### config.mk
export PLATFORM = sky130hd
export DESIGN_NAME = bitop_exec
export DESIGN_NICKNAME = d
export VERILOG_FILES = /design/src/design/bitop_pkg.sv /design/src/design/bitop_exec.sv /design/src/design/bitop_qgen.sv
export SDC_FILE = /design/constraint.sdc
export NUM_CORES = 1
export LEC_CHECK = 0
export BUFFER_PORTS_ARGS = -buffer_cell sky130_fd_sc_hd__buf_2
export CAP_MARGIN = 20
export CORE_ASPECT_RATIO = 1.4
export CORE_MARGIN = 3
export CORE_UTILIZATION = 48
export DETAILED_ROUTE_END_ITERATION = 16
export PLACE_DENSITY = 0.78
export SLEW_MARGIN = 15
export SYNTH_ARGS = -nofsm -noshare
export SYNTH_HDL_FRONTEND = slang
export SYNTH_SLANG_ARGS = --single-unit
export TNS_END_PERCENT = 100
### constraint.sdc
create_clock -name clock_i -period 1.65 [get_ports clock_i]
set_clock_uncertainty 0.1 [all_clocks]
set_input_delay 0.165 -clock clock_i [delete_from_list [all_inputs] [get_ports clock_i]]
set_output_delay 0.165 -clock clock_i [all_outputs]
set_load 0.01 [all_outputs]
### src/design/bitop_pkg.sv
// package of constants and types for the bit clear / bit set execution block
package bitop_pkg;

  // ---------------------------------------------------------------------------
  // instruction word layout
  // ---------------------------------------------------------------------------
  localparam int unsigned IW_W        = 14;
  localparam int unsigned ADDR_W      = 7;
  localparam int unsigned DATA_W      = 8;
  localparam int unsigned BSEL_W      = 3;
  localparam int unsigned OPC_HI      = 13;
  localparam int unsigned OPC_LO      = 10;
  localparam int unsigned BSEL_HI     = 9;
  localparam int unsigned BSEL_LO     = 7;
  localparam int unsigned ADDR_HI     = 6;
  localparam int unsigned ADDR_LO     = 0;
  localparam int unsigned DSEL_POS    = 7;
  localparam logic [3:0]  OPC_CLEAR   = 4'h4;
  localparam logic [3:0]  OPC_SET     = 4'h5;
  localparam logic [6:0]  FILE_MIN    = 7'h00;
  localparam logic [6:0]  FILE_MAX    = 7'h7f;

  // ---------------------------------------------------------------------------
  // timing
  // ---------------------------------------------------------------------------
  localparam int unsigned OSC_PER_CYC = 4;

  // destination select values
  localparam logic DEST_ACC  = 1'b0;
  localparam logic DEST_FILE = 1'b1;

  // quarter phases, gray along the natural sequence
  typedef enum logic [1:0] {
    BITOP_Q1 = 2'b00,
    BITOP_Q2 = 2'b01,
    BITOP_Q3 = 2'b11,
    BITOP_Q4 = 2'b10
  } bitop_phase_t;

  typedef enum logic [1:0] {
    BITOP_K_NONE  = 2'b00,
    BITOP_K_CLEAR = 2'b01,
    BITOP_K_SET   = 2'b11
  } bitop_kind_t;

  // decoded instruction carried through the cycle
  typedef struct packed {
    bitop_kind_t         kind;
    logic [BSEL_W-1:0]   bit_sel;
    logic [ADDR_W-1:0]   file_addr;
    logic                dest_sel;
  } bitop_dec_t;

  // register-file request bundle
  typedef struct packed {
    logic                rd;
    logic                wr;
    logic [ADDR_W-1:0]   addr;
    logic [DATA_W-1:0]   wdata;
  } bitop_file_t;

endpackage : bitop_pkg

### src/design/bitop_exec.sv
// decode and execution of bit clear and bit set over four-phase instruction cycles
`timescale 1ns/10ps
// Function
// - file operand is seven bits, addressing 0x00 through 0x7F.
// - bit-select operand picks one of eight bits in the file register.
// - destination bit is not used: bit clear and bit set always write the addressed file register, never the accumulator.
// - every instruction finishes in one instruction cycle unless two-cycle case applies.
// - true condition or program-counter change costs two cycles, second is a no-op.
// - one instruction cycle is exactly four oscillator periods.
module bitop_exec (
  input  wire logic                          clock_i,
  input  wire logic                          rst_i,
  input  wire logic [bitop_pkg::IW_W-1:0]    instr_i,
  input  wire logic                          instr_valid_i,
  input  wire logic                          flush_i,
  input  wire logic [bitop_pkg::DATA_W-1:0]  file_rdata_i,
  output bitop_pkg::bitop_phase_t            phase_o,
  output bitop_pkg::bitop_file_t             file_o,
  output logic                               acc_wr_o,
  output logic [bitop_pkg::DATA_W-1:0]       acc_wdata_o,
  output logic                               status_wr_o,
  output logic                               retire_o,
  output logic                               nop_cycle_o
);
  import bitop_pkg::*;

  // ---------------------------------------------------------------------------
  // state
  // ---------------------------------------------------------------------------
  bitop_phase_t         phase_w;
  bitop_phase_t         phase_reg;
  bitop_dec_t           dec_reg;
  bitop_dec_t           dec_next;
  logic                 active_reg;
  logic                 active_next;
  logic                 nop_reg;
  logic                 nop_next;
  logic                 flush_pend_reg;
  logic                 flush_pend_next;
  bitop_file_t          file_reg;
  bitop_file_t          file_next;
  logic                 acc_wr_reg;
  logic                 acc_wr_next;
  logic [DATA_W-1:0]    acc_wdata_reg;
  logic [DATA_W-1:0]    acc_wdata_next;
  logic                 retire_reg;
  logic                 retire_next;
  logic                 nop_out_reg;
  logic                 nop_out_next;
  logic [DATA_W-1:0]    modified;

  bitop_qgen #(
    .PERIODS (OSC_PER_CYC)
  ) u_qgen (
    .clock_i (clock_i),
    .rst_i   (rst_i),
    .phase_o (phase_w)
  );

  // ---------------------------------------------------------------------------
  // decode
  // ---------------------------------------------------------------------------
  // only the opcode nibble is compared; unused positions are never looked at
  function automatic bitop_dec_t decode(input logic [IW_W-1:0] iw);
    bitop_dec_t d;
    d.kind      = BITOP_K_NONE;
    d.bit_sel   = iw[BSEL_HI:BSEL_LO];
    d.file_addr = iw[ADDR_HI:ADDR_LO];
    d.dest_sel  = iw[DSEL_POS];
    if (iw[OPC_HI:OPC_LO] == OPC_CLEAR)
    begin
      d.kind     = BITOP_K_CLEAR;
      d.dest_sel = DEST_FILE;
    end
    else if (iw[OPC_HI:OPC_LO] == OPC_SET)
    begin
      d.kind     = BITOP_K_SET;
      d.dest_sel = DEST_FILE;
    end
    return d;
  endfunction : decode

  // ---------------------------------------------------------------------------
  // bit modify
  // ---------------------------------------------------------------------------
  // one lane per bit; only the selected lane is forced
  genvar gi;
  for (gi = 0; gi < DATA_W; gi++)
  begin : g_lane
    always_comb
    begin
      if (dec_reg.bit_sel == BSEL_W'(gi))
        modified[gi] = (dec_reg.kind == BITOP_K_SET);
      else
        modified[gi] = file_rdata_i[gi];
    end
  end

  // ---------------------------------------------------------------------------
  // sequencing over the quarter phases
  // ---------------------------------------------------------------------------
  // q1 captures the word, q2 shows the read, q3 samples data, q4 shows the write
  always_comb
  begin
    dec_next        = dec_reg;
    active_next     = active_reg;
    nop_next        = nop_reg;
    file_next       = file_reg;
    file_next.rd    = 1'b0;
    file_next.wr    = 1'b0;
    acc_wr_next     = 1'b0;
    acc_wdata_next  = acc_wdata_reg;
    retire_next     = 1'b0;
    nop_out_next    = 1'b0;
    // a flush in the capture phase still counts for the following cycle
    flush_pend_next = flush_pend_reg | flush_i;
    unique case (phase_w)
      BITOP_Q1:
      begin
        dec_next        = decode(instr_i);
        nop_next        = flush_pend_reg;
        active_next     = instr_valid_i & ~flush_pend_reg;
        flush_pend_next = flush_i;
        file_next.addr  = instr_i[ADDR_HI:ADDR_LO];
        file_next.rd    = instr_valid_i & ~flush_pend_reg
                          & (dec_next.kind != BITOP_K_NONE);
      end
      BITOP_Q2:
      begin
        file_next.rd = 1'b0;
      end
      BITOP_Q3:
      begin
        if (active_reg && dec_reg.kind != BITOP_K_NONE)
        begin
          if (dec_reg.dest_sel == DEST_FILE)
          begin
            file_next.wr    = 1'b1;
            file_next.wdata = modified;
          end
          else
          begin
            acc_wr_next    = 1'b1;
            acc_wdata_next = modified;
          end
        end
      end
      BITOP_Q4:
      begin
        // every taken word retires at the cycle boundary
        retire_next  = active_reg;
        nop_out_next = nop_reg;
      end
    endcase
  end

  always_ff @(posedge clock_i)
  begin
    if (rst_i)
    begin
      dec_reg        <= '0;
      active_reg     <= 1'b0;
      nop_reg        <= 1'b0;
      flush_pend_reg <= 1'b0;
      file_reg       <= '0;
      acc_wr_reg     <= 1'b0;
      acc_wdata_reg  <= '0;
      retire_reg     <= 1'b0;
      nop_out_reg    <= 1'b0;
      phase_reg      <= BITOP_Q1;
    end
    else
    begin
      dec_reg        <= dec_next;
      active_reg     <= active_next;
      nop_reg        <= nop_next;
      flush_pend_reg <= flush_pend_next;
      file_reg       <= file_next;
      acc_wr_reg     <= acc_wr_next;
      acc_wdata_reg  <= acc_wdata_next;
      retire_reg     <= retire_next;
      nop_out_reg    <= nop_out_next;
      phase_reg      <= phase_w;
    end
  end

  // ---------------------------------------------------------------------------
  // outputs, registered except the status strobe, which is tied low
  // ---------------------------------------------------------------------------
  // status is never touched by these operations, so the strobe stays low
  assign phase_o     = phase_reg;
  assign file_o      = file_reg;
  assign acc_wr_o    = acc_wr_reg;
  assign acc_wdata_o = acc_wdata_reg;
  assign status_wr_o = 1'b0;
  assign retire_o    = retire_reg;
  assign nop_cycle_o = nop_out_reg;
endmodule : bitop_exec

### src/design/bitop_qgen.sv
// quarter-phase generator splitting the oscillator into instruction cycles
`timescale 1ns/10ps
module bitop_qgen #(
  parameter int unsigned PERIODS = bitop_pkg::OSC_PER_CYC
) (
  input  wire logic                   clock_i,
  input  wire logic                   rst_i,
  output bitop_pkg::bitop_phase_t     phase_o
);
  import bitop_pkg::*;

  // ---------------------------------------------------------------------------
  // elaboration check
  // ---------------------------------------------------------------------------
  // the phase sequence is a four-state gray ring, so nothing else is served
  if (PERIODS != 4)
  begin : g_bad_periods
    $error("bitop_qgen: PERIODS must be 4");
  end

  bitop_phase_t phase_reg;
  bitop_phase_t phase_next;

  // ---------------------------------------------------------------------------
  // phase ring
  // ---------------------------------------------------------------------------
  // four oscillator periods make one instruction cycle
  always_comb
  begin
    unique case (phase_reg)
      BITOP_Q1: phase_next = BITOP_Q2;
      BITOP_Q2: phase_next = BITOP_Q3;
      BITOP_Q3: phase_next = BITOP_Q4;
      BITOP_Q4: phase_next = BITOP_Q1;
    endcase
  end

  always_ff @(posedge clock_i)
  begin
    if (rst_i)
      phase_reg <= BITOP_Q1;
    else
      phase_reg <= phase_next;
  end

  assign phase_o = phase_reg;
endmodule : bitop_qgen

After elaboration in Yosys (flattened, before gate mapping)
Cells that the tools add are included.
{"block": "word_totals", "regBits": 41, "output_inout_bits": 31}
{"block": "classes", "n_reduce_logical": 10, "bitwise": 9, "muxes": 17, "eq_ne": 13}
{"op": "2-to-1 mux 1 bit", "n": 13}
{"op": "== test 3 bit, second input constant", "n": 4}
{"op": "== test 4 x 3 -> 1 bit, second input constant", "n": 2}
{"op": "one-hot mux 2 bit (4 select lines)", "n": 1}
{"op": "== test 2 bit, second input constant", "n": 3}
{"op": "== test 3 x 2 -> 1 bit, second input constant", "n": 2}
{"op": "2-to-1 mux 2 bit", "n": 3}
{"op": "NOT 1 bit", "n": 6}
{"op": "AND reduction 3 bit", "n": 2}
{"op": "nonzero test 2 bit", "n": 2}
{"op": "OR reduction 2 bit", "n": 2}
{"op": "== test 3 x 1 -> 1 bit, second input constant", "n": 1}
{"op": "zero test 3 bit", "n": 1}
{"op": "OR reduction 3 bit", "n": 1}
{"op": "AND 1 bit", "n": 2}
{"op": "== test 2 x 1 -> 1 bit, second input constant", "n": 1}
{"op": "zero test 2 bit", "n": 1}
{"op": "logical AND 1 bit", "n": 1}
{"op": "bitwise OR 1 bit", "n": 1}

Longest topological paths before layout
Gate-level depths: netlist of the first run.
{"block": "depth", "word_depth": 6, "ltp_mapped": 5, "depth_no_buf": 3}

Hierarchy
Synthesis of the first run repeated with hierarchy kept, for this count alone.
{"block": "hier_totals", "cells_unflattened": 170, "area_unflattened_um2": 1596.5}
{"mod": "bitop_exec", "n_inst": 1, "cells_per_inst": 166, "area_each_um2": 1546.5, "seq_area_each_um2": 780.7}
{"mod": "bitop_qgen", "n_inst": 1, "cells_per_inst": 4, "area_each_um2": 50.0, "seq_area_each_um2": 40.0}

Worst setup path after synthesis of the first run
OpenSTA, ideal clock, no wires.
{"block": "synth_path", "path_kind": "register to register", "start": "register dec_reg[12] (netlist name)", "end": "register acc_wdata_reg[7], in the netlist acc_wdata_o[7]", "stages_incl_launch_ff": 6, "path_buffers": 2, "t_arrival_ns": 1.115, "setup_slack_ns": 0.356, "path_cell_list": "dfxtp_1 o2111a_1 buf_6 and2_4 buf_6 a211oi_2"}
{"block": "synth_between", "elab_chain_cells": 3, "word_cells_on_any_way": 5, "classes_between": "eq/ne: 1; mux: 1; reduce/logical: 3"}
{"element": "start, declared", "line": "bitop_exec.sv:32", "text": "bitop_dec_t dec_reg;"}
{"element": "start signal, assigned", "line": "bitop_exec.sv:174", "text": "dec_reg <= dec_next;"}
{"element": "nonzero test 2 bit", "line": "bitop_exec.sv:134", "text": "if (active_reg && dec_reg.kind != BITOP_K_NONE)"}
{"element": "logical AND 1 bit", "line": "bitop_exec.sv:134"}
{"element": "AND reduction 3 bit (no source line)"}
{"element": "end signal, assigned", "line": "bitop_exec.sv:180", "text": "acc_wdata_reg <= acc_wdata_next;"}
{"element": "end, declared", "line": "bitop_exec.sv:44", "text": "logic [DATA_W-1:0] acc_wdata_reg;"}
Parallel ways exist; a longest one is shown, timed or not.
A chain may end at the register's enable or synchronous reset.

Worst setup path after layout of the first run
{"block": "layout_path", "start": "register u_qgen.phase_reg[0], in the netlist u_qgen.phase_o[0]", "end": "register dec_reg[0] (netlist name)"}
{"block": "layout_between", "elab_chain_cells": 1}
{"element": "start, declared", "line": "bitop_qgen.sv:21", "text": "bitop_phase_t phase_reg;"}
{"element": "start signal, assigned", "line": "bitop_qgen.sv:43", "text": "phase_reg <= phase_next;"}
{"element": "zero test 2 bit", "line": "bitop_exec.sv:117", "text": "unique case (phase_w)"}
Every way passes these cells.

==> summary.txt, run 1 <==
Outcome
  • Status: complete, no violations

Clock network
  • Maximum buffer depth of the clock tree: 2
  • Skew-Pair Late Insertion Delay: 0.29 ns
  • Inserted Clock Buffers: 5
  • Root buf cell: clkbuf_8
  • Total clock sinks: between 40 and 50
  • Post-CTS sizing: 0
  • Worst-path clk slew: 0.08 ns
  • H-tree depth: 2
  • CTS tree: built

Timing
  • Max transition margin: 62.7%
  • Slew Viols, Final: 0
  • TNS Setup: 0 ns
  • Final Setup Violations: 0
  • Fmax: 704 MHz
  • Worst-Margin Slew: ~0.56 ns
  • RSZ-0062 raised after global routing: no
  • Tmin final: roughly 1.4 ns
  • Hold WS: ~0.012 ns
  • Period utilization: 86.1%
  • Final Hold Fails: 0

Power and ir drop
  • Leakage: approximately 0.92 nW
  • Psw: roughly 0.46 mW
  • Pwr Density: ~1100 mW/mm^2
  • Internal: around 1.7 mW
  • Flop pwr share: 48.3%
  • Logic gate share of total power: 8.5%
  • Switching share of power: 21.4%
  • Max VDD drop: just over 0.8 mV
  • Clk pwr share: 43.2%

Floorplanning
  • Row count: 24
  • Die area: 0.00405 mm^2
  • I/O pins: 57
  • Core area: ~0.0032 mm^2
  • Starting density of the core: 50.5%
  • Die W: between 50 and 60 um
  • Die Y-Extent: roughly 74 um

GRT
  • Top Usage Layer GRT: met2
  • Initial antenna violation count: 0
  • Met1 GRT Util: between 20% and 30%
  • Overflow after GRT: 0
  • First-pass GRT wire length: about 5600 um
  • GRT Overall Usage: 18.8%
  • Number of global-route vias before repair: 1309
  • GR met2 Demand/Resource: 31.1%
  • Largest net degree at the start of global routing: 39
  • GR Util met3: about 6.6%

Cells and area
  • Final instance area: slightly above 0.002 mm^2
  • Number of flip-flops under the largest register name: 17
  • Layout Nets: 252
  • Share of cells above drive strength 1: around a third
  • Antenna diodes: 0
  • Syn-to-layout area delta: 28.6%
  • Fillers: between 200 and 300

Synthesis
  • Yosys top cell area share: about 52%
  • Syn Nets: ~200
  • Sequential share of the synthesized area: 51.6%
  • Syn. warnings: 0
  • Syn Inst Count: between 150 and 200
  • Most used flip-flop cell after synthesis: dfxtp_1
  • Cell with the most instances after synthesis: dfxtp_1
  • Cell area after synthesis: 0.00159 mm^2
  • Post-synth ARST share: 0%
  • Flops & latches, synth: 41
  • Top cells by area, synth: dfxtp_1, a21oi_1, a211oi_1
  • Post-synth EDFFs: 0
  • Count of different cell masters after synthesis: 24
  • Largest area contributor in the netlist: dfxtp_1
  • Synthesized area per cell: 9.36 um^2
  • Most common library cells after synthesis: dfxtp_1, a21oi_1, nand2_1

Setup path
  • Worst-path cell chain: or2_1, nor3_1, a211oi_1
  • Worst R2R Start: u_qgen.phase_o[0]$_SDFF_PP0_
  • Critical path startpoint category: register
  • Data arrival, critical path: 1.53 ns
  • R2r worst-path depth: 3
  • CP max stage cell: or2_1
  • Crit path from: u_qgen.phase_o[0]$_SDFF_PP0_
  • Critical path required time: 1.76 ns
  • R2r setup slk: 0.23 ns
  • Crit-path max FO: 17
  • CP max stage delay: 0.49 ns
  • Worst path bufs/invs: 0
  • Critical path capture point type: register
  • CP delay by family, top: simple AND/OR/NAND/NOR gates
  • WS Path Type: register to register
  • Worst reg2reg path endpoint: dec_reg[0]$_SDFFE_PP0N_

Hold path
  • WHS Endpoint: file_o[10]$_SDFFE_PP0N_
  • Hold Crit Start: instr_i[2]
  • Worst hold path type: input port to register
  • Hold Path Stages: 3

Routing
  • WL final: 3490 um
  • Vias: around 1.4k
  • Drt via density: a little over 5
  • Initial DRC count: 35
  • Drt pass-1 iters: 5
  • Drt wl/cell: between 10 and 15 um
  • DRC Markers: 0
  • Post-route ant nets: 0

Placement
  • Dpl hpwl: 2360 um
  • RePlAce Congestion: 0.749
  • Number of port buffers: 55
  • DP Area: 0.00184 mm^2

Job
  • Maxcap violations: 0
power groups by stage:
stage | Clock, mW | Sequential (mW) | Combinational, mW
5_1_grt | 0.997 | 1.05 | 0.202
3_5_place_dp | 0 | 1.07 | 0.168
4_1_cts | 0.958 | 1.05 | 0.182
2_1_floorplan | 0 | 1.06 | 0.112
6_report | 0.937 | 1.05 | 0.183
3_3_place_gp | 0 | 1.07 | 0.167
worst min-delay path, stage by stage:
cell and delay, ns:
buf_2 0.09, nand2_1 0.05, a21oi_1 0.05
placed cells by master (no fill, tap or decap):
master	count
dfxtp_1	41
nor3b_1	5
nand2_1	26
o2111a_1	1
a211oi_2	2
nor3_1	2
bufinv_16	2
nor2b_1	5
and2_4	2
mux2i_1	8
or2_1	1
clkbuf_8	5
a21oi_1	31
and3b_1	2
inv_2	1
dlygate4sd3_1	7
buf_4	4
and2_2	1
buf_2	55
nand3b_1	4
nand3_1	2
clkinv_2	1
a211oi_1	15
conb_1	1
nor2_1	3
metal layers:
layer | routed length [um] | up-vias
met2 | 1710 | 50
met1 | 1460 | 621
met4 | 68 | 0
li1 | - | 699
met5 | 0 | -
met3 | 253 | 9
kinds of logic after synthesis:
group | count (synthesis) | synth area share (%)
and+or+nand+nor | 53 | 17.4
other | 1 | 0.236
buffers and inverters | 18 | 6.68
AOI/OAI and AO/OA | 49 | 19.1
DFF | 41 | 51.6
muxes | 8 | 5.03
worst max path at each step:
stage | to | slack, ns | cells past startpoint
after floorplan | acc_wdata_o[7]$_SDFFE_PP0P_ | 0.36 | 5
after global placement | acc_wr_o$_SDFF_PP0_ | 0.30 | 4
after detailed placement | dec_reg[0]$_SDFFE_PP0N_ | 0.25 | 3
after CTS | dec_reg[0]$_SDFFE_PP0N_ | 0.22 | 3
after global routing | dec_reg[0]$_SDFFE_PP0N_ | 0.12 | 3
final | dec_reg[0]$_SDFFE_PP0N_ | 0.23 | 3
metrics by stage:
stage | util (%) | worst slack (ns) | total power [mW] | std cells
after detailed placement | 58.5 | 0.249 | 1.24 | 251
after CTS | 64.9 | 0.216 | 2.19 | 266
after global routing | 64.9 | 0.116 | 2.25 | 266
after floorplan | - | 0.356 | 1.17 | 170
after global placement | 58.5 | 0.299 | 1.24 | 251
final | 64.9 | 0.229 | 2.17 | 266
what timing repair did:
item | in CTS | in global routing
endpoints found under the hold margin | 7 | 0
endpoints found under the setup margin | 0 | 0
setup buffers | 0 | 0
hold buffers | 7 | 0
final cells by class:
class                      instances  area, um^2  share of cell area [%]
clock buffer                       5        68.8                    3.36
inverter                           1        3.75                   0.183
sequential                        41         821                    40.1
timing repair buffer              66         375                    18.3
clock inverter                     3        65.1                    3.18
tap                               39        48.8                    2.38
multi-input combinational        111         664                    32.5
Power figures use the tool's default switching activity.
==> run 2: changes to the inputs <==
- CORE_UTILIZATION: 48 -> 43
- PLACE_DENSITY: 0.78 -> 0.73
- REMOVE_ABC_BUFFERS: default -> 1
- clock period: 1.65 -> 1.2 ns (I/O delays scaled with it)
==> run 2 against run 1 <==
The run now ends with setup timing left. Wire length up 22%. Non-clock buffer count up 20. Setup slack worse by 0.41 ns. Critical path depth up 1. Global-route usage up 0.38 points. Sequential share of layout area down 4.0 points. Total power up 24%.
==> summary.txt, run 2 (same netlist as run 1, synthesis figures left out) <==
Timing
  • Final Hold Fails: 0
  • Final Setup Violations: 20
  • Worst setup margin: -0.176 ns
  • Tmin final: around 1.4 ns
  • Slew Viols, Final: 0
  • Period utilization: 115%
  • TNS Setup: -1.85 ns
  • RSZ-0062 raised after global routing: yes
  • Fmax: between 700 and 800 MHz

Setup path
  • Data arrival, critical path: 1.45 ns
  • Critical path startpoint category: register
  • Crit path from: dec_reg[9]$_SDFFE_PP0N_
  • Worst R2R Start: dec_reg[9]$_SDFFE_PP0N_
  • Critical path required time: 1.27 ns
  • Crit-path max FO: 6
  • Worst path bufs/invs: 1
  • Critical path capture point type: register
  • Worst-path cell chain: buf_4, nor3_2, mux2i_2, a211oi_2
  • CP max stage cell: dfxtp_2
  • CP delay by family, top: flip-flops
  • CP max stage delay: around 0.34 ns
  • WS Path Type: register to register

Placement
  • DP Area: 0.00196 mm^2
  • Number of port buffers: 55
  • RePlAce Congestion: around 0.79
  • Dpl hpwl: 2700 um
  • Inst Count DP: 267

GRT
  • First-pass GRT wire length: 6760 um
  • Initial antenna violation count: 0
  • GRT Overall Usage: 19.2%
  • Overflow after GRT: 0
  • Number of global-route vias before repair: 1521
  • Largest net degree at the start of global routing: 22

Routing
  • Post-route ant nets: 0
  • Vias: 1499
  • Initial DRC count: 56
  • WL final: 4240 um
  • Drt via density: 5.22
  • Drt pass-1 iters: 4
  • Drt wl/cell: about 15 um
  • DRC Markers: 0

Cells and area
  • Fin cells: 287
  • Fillers: 305
  • Share of cells above drive strength 1: 47.0%
  • Commonest non-fill, non-tap cell in the layout: buf_2
  • Final instance area: 0.00230 mm^2
  • Antenna diodes: 0
  • Fin util: 66.2%
  • Syn-to-layout area delta: 44.5%
  • Most frequent cells in the layout: buf_2, dfxtp_1, a21oi_1
  • Footprint of the multi-input gates: 779 um^2
  • Layout Nets: 273
  • Number of flip-flops under the largest register name: 17
  • Register area: ~830 um^2

Clock network
  • Inserted Clock Buffers: 5
  • CTS tree: built
  • Root buf cell: clkbuf_8
  • H-tree depth: 2
  • Total clock sinks: 41
  • Skew-Pair Late Insertion Delay: between 0.2 and 0.3 ns
  • Maximum buffer depth of the clock tree: 2
  • Worst-path clk slew: 0.07 ns

Floorplanning
  • Die W: between 50 and 60 um
  • Die area: 0.00448 mm^2
  • Core area: 0.00347 mm^2
  • Starting density of the core: 45.8%
  • Row count: 25
  • Die Y-Extent: 78.0 um
  • I/O pins: 57

Hold path
  • Hold Crit Start: instr_i[8]
  • Worst hold path type: input port to register

Outcome
  • Failing checks: setup timing
  • Status: complete, but fails checks

Power and ir drop
  • Max VDD drop: 1.03 mV
  • Leakage: a little over 1 nW
  • Pwr Density: 1170 mW/mm^2

Job
  • Maxcap violations: 0
-- run 2: changes by cell type in the layout (fill, tap and decap cells not counted), moves of 2 or more --
cell / previous run / this run
a211oi_1: 15 / 3
a211oi_2: 2 / 14
buf_4: 4 / 16
dfxtp_1: 41 / 35
dfxtp_2: 0 / 5
dlygate4sd3_1: 7 / 12
mux2i_1: 8 / 3
mux2i_2: 0 / 5
buf_6: 0 / 3
nor3b_1: 5 / 2
nor3b_2: 0 / 3
and2_4: 2 / 4
bufinv_16: 2 / 0
-- run 2: through the flow --
step / hold WS, ns / total power, mW / setup slack, ns
2_1_floorplan: 0.0846 / 1.58 / -0.175
3_3_place_gp: 0.226 / 1.74 / -0.0620
3_5_place_dp: 0.250 / 1.75 / -0.148
4_1_cts: 0.00354 / 2.67 / -0.107
6_report: 0.0205 / 2.68 / -0.176
5_1_grt: 0.00379 / 2.80 / -0.226
-- run 2: worst paths after layout --
| kind | to | slack [ns] | cells past startpoint |
|---|---|---|---|
| max | file_o[0]$_SDFFE_PP0P_ | -0.18 | 4 |
| min | dec_reg[9]$_SDFFE_PP0N_ | 0.02 | 3 |
| max reg2reg | file_o[0]$_SDFFE_PP0P_ | -0.18 | 4 |
| min reg2reg | nop_reg$_SDFFE_PP0N_ | 0.36 | 2 |
-- run 2: worst register-to-register path, delay by kind of cell, from the launching register on --
family / cells / cell delay, ns
AOI/OAI and AO/OA: 1 / 0.11
buffers and inverters: 1 / 0.16
and+or+nand+nor: 1 / 0.23
DFF: 1 / 0.34
muxes: 1 / 0.33
-- run 2: layout make-up --
| type | instances | area share (%) |
|---|---|---|
| multi-input combinational | 112 | 33.9 |
| inverter | 1 | 0.163 |
| sequential | 41 | 36.1 |
| clock buffer | 7 | 3.75 |
| tap | 40 | 2.18 |
| timing repair buffer | 86 | 23.9 |
-- run 2: metal layers --
layer,track usage (%),vias up,part of all wire [%]
li1,-,736,-
met1,20.2,694,36
met2,33.9,59,54
met3,5.66,10,6.9
met4,9.05,0,2.6
met5,0,-,0
-- run 2: repair_timing --
item,CTS,global route
hold buffers,12,0
buffers inserted,0,0
endpoints found under the hold margin,12,0
gates resized for setup,17,18
cloned,0,1
endpoints found under the setup margin,21,34
pin swaps,0,5
-- run 2: report_power, final --
part / switching, mW / total (mW) / internal (mW)
combinational: 0.176 / 0.350 / 0.175
sequential: 0.0358 / 1.44 / 1.40
clock: 0.434 / 0.890 / 0.456
total: 0.646 / 2.68 / 2.03
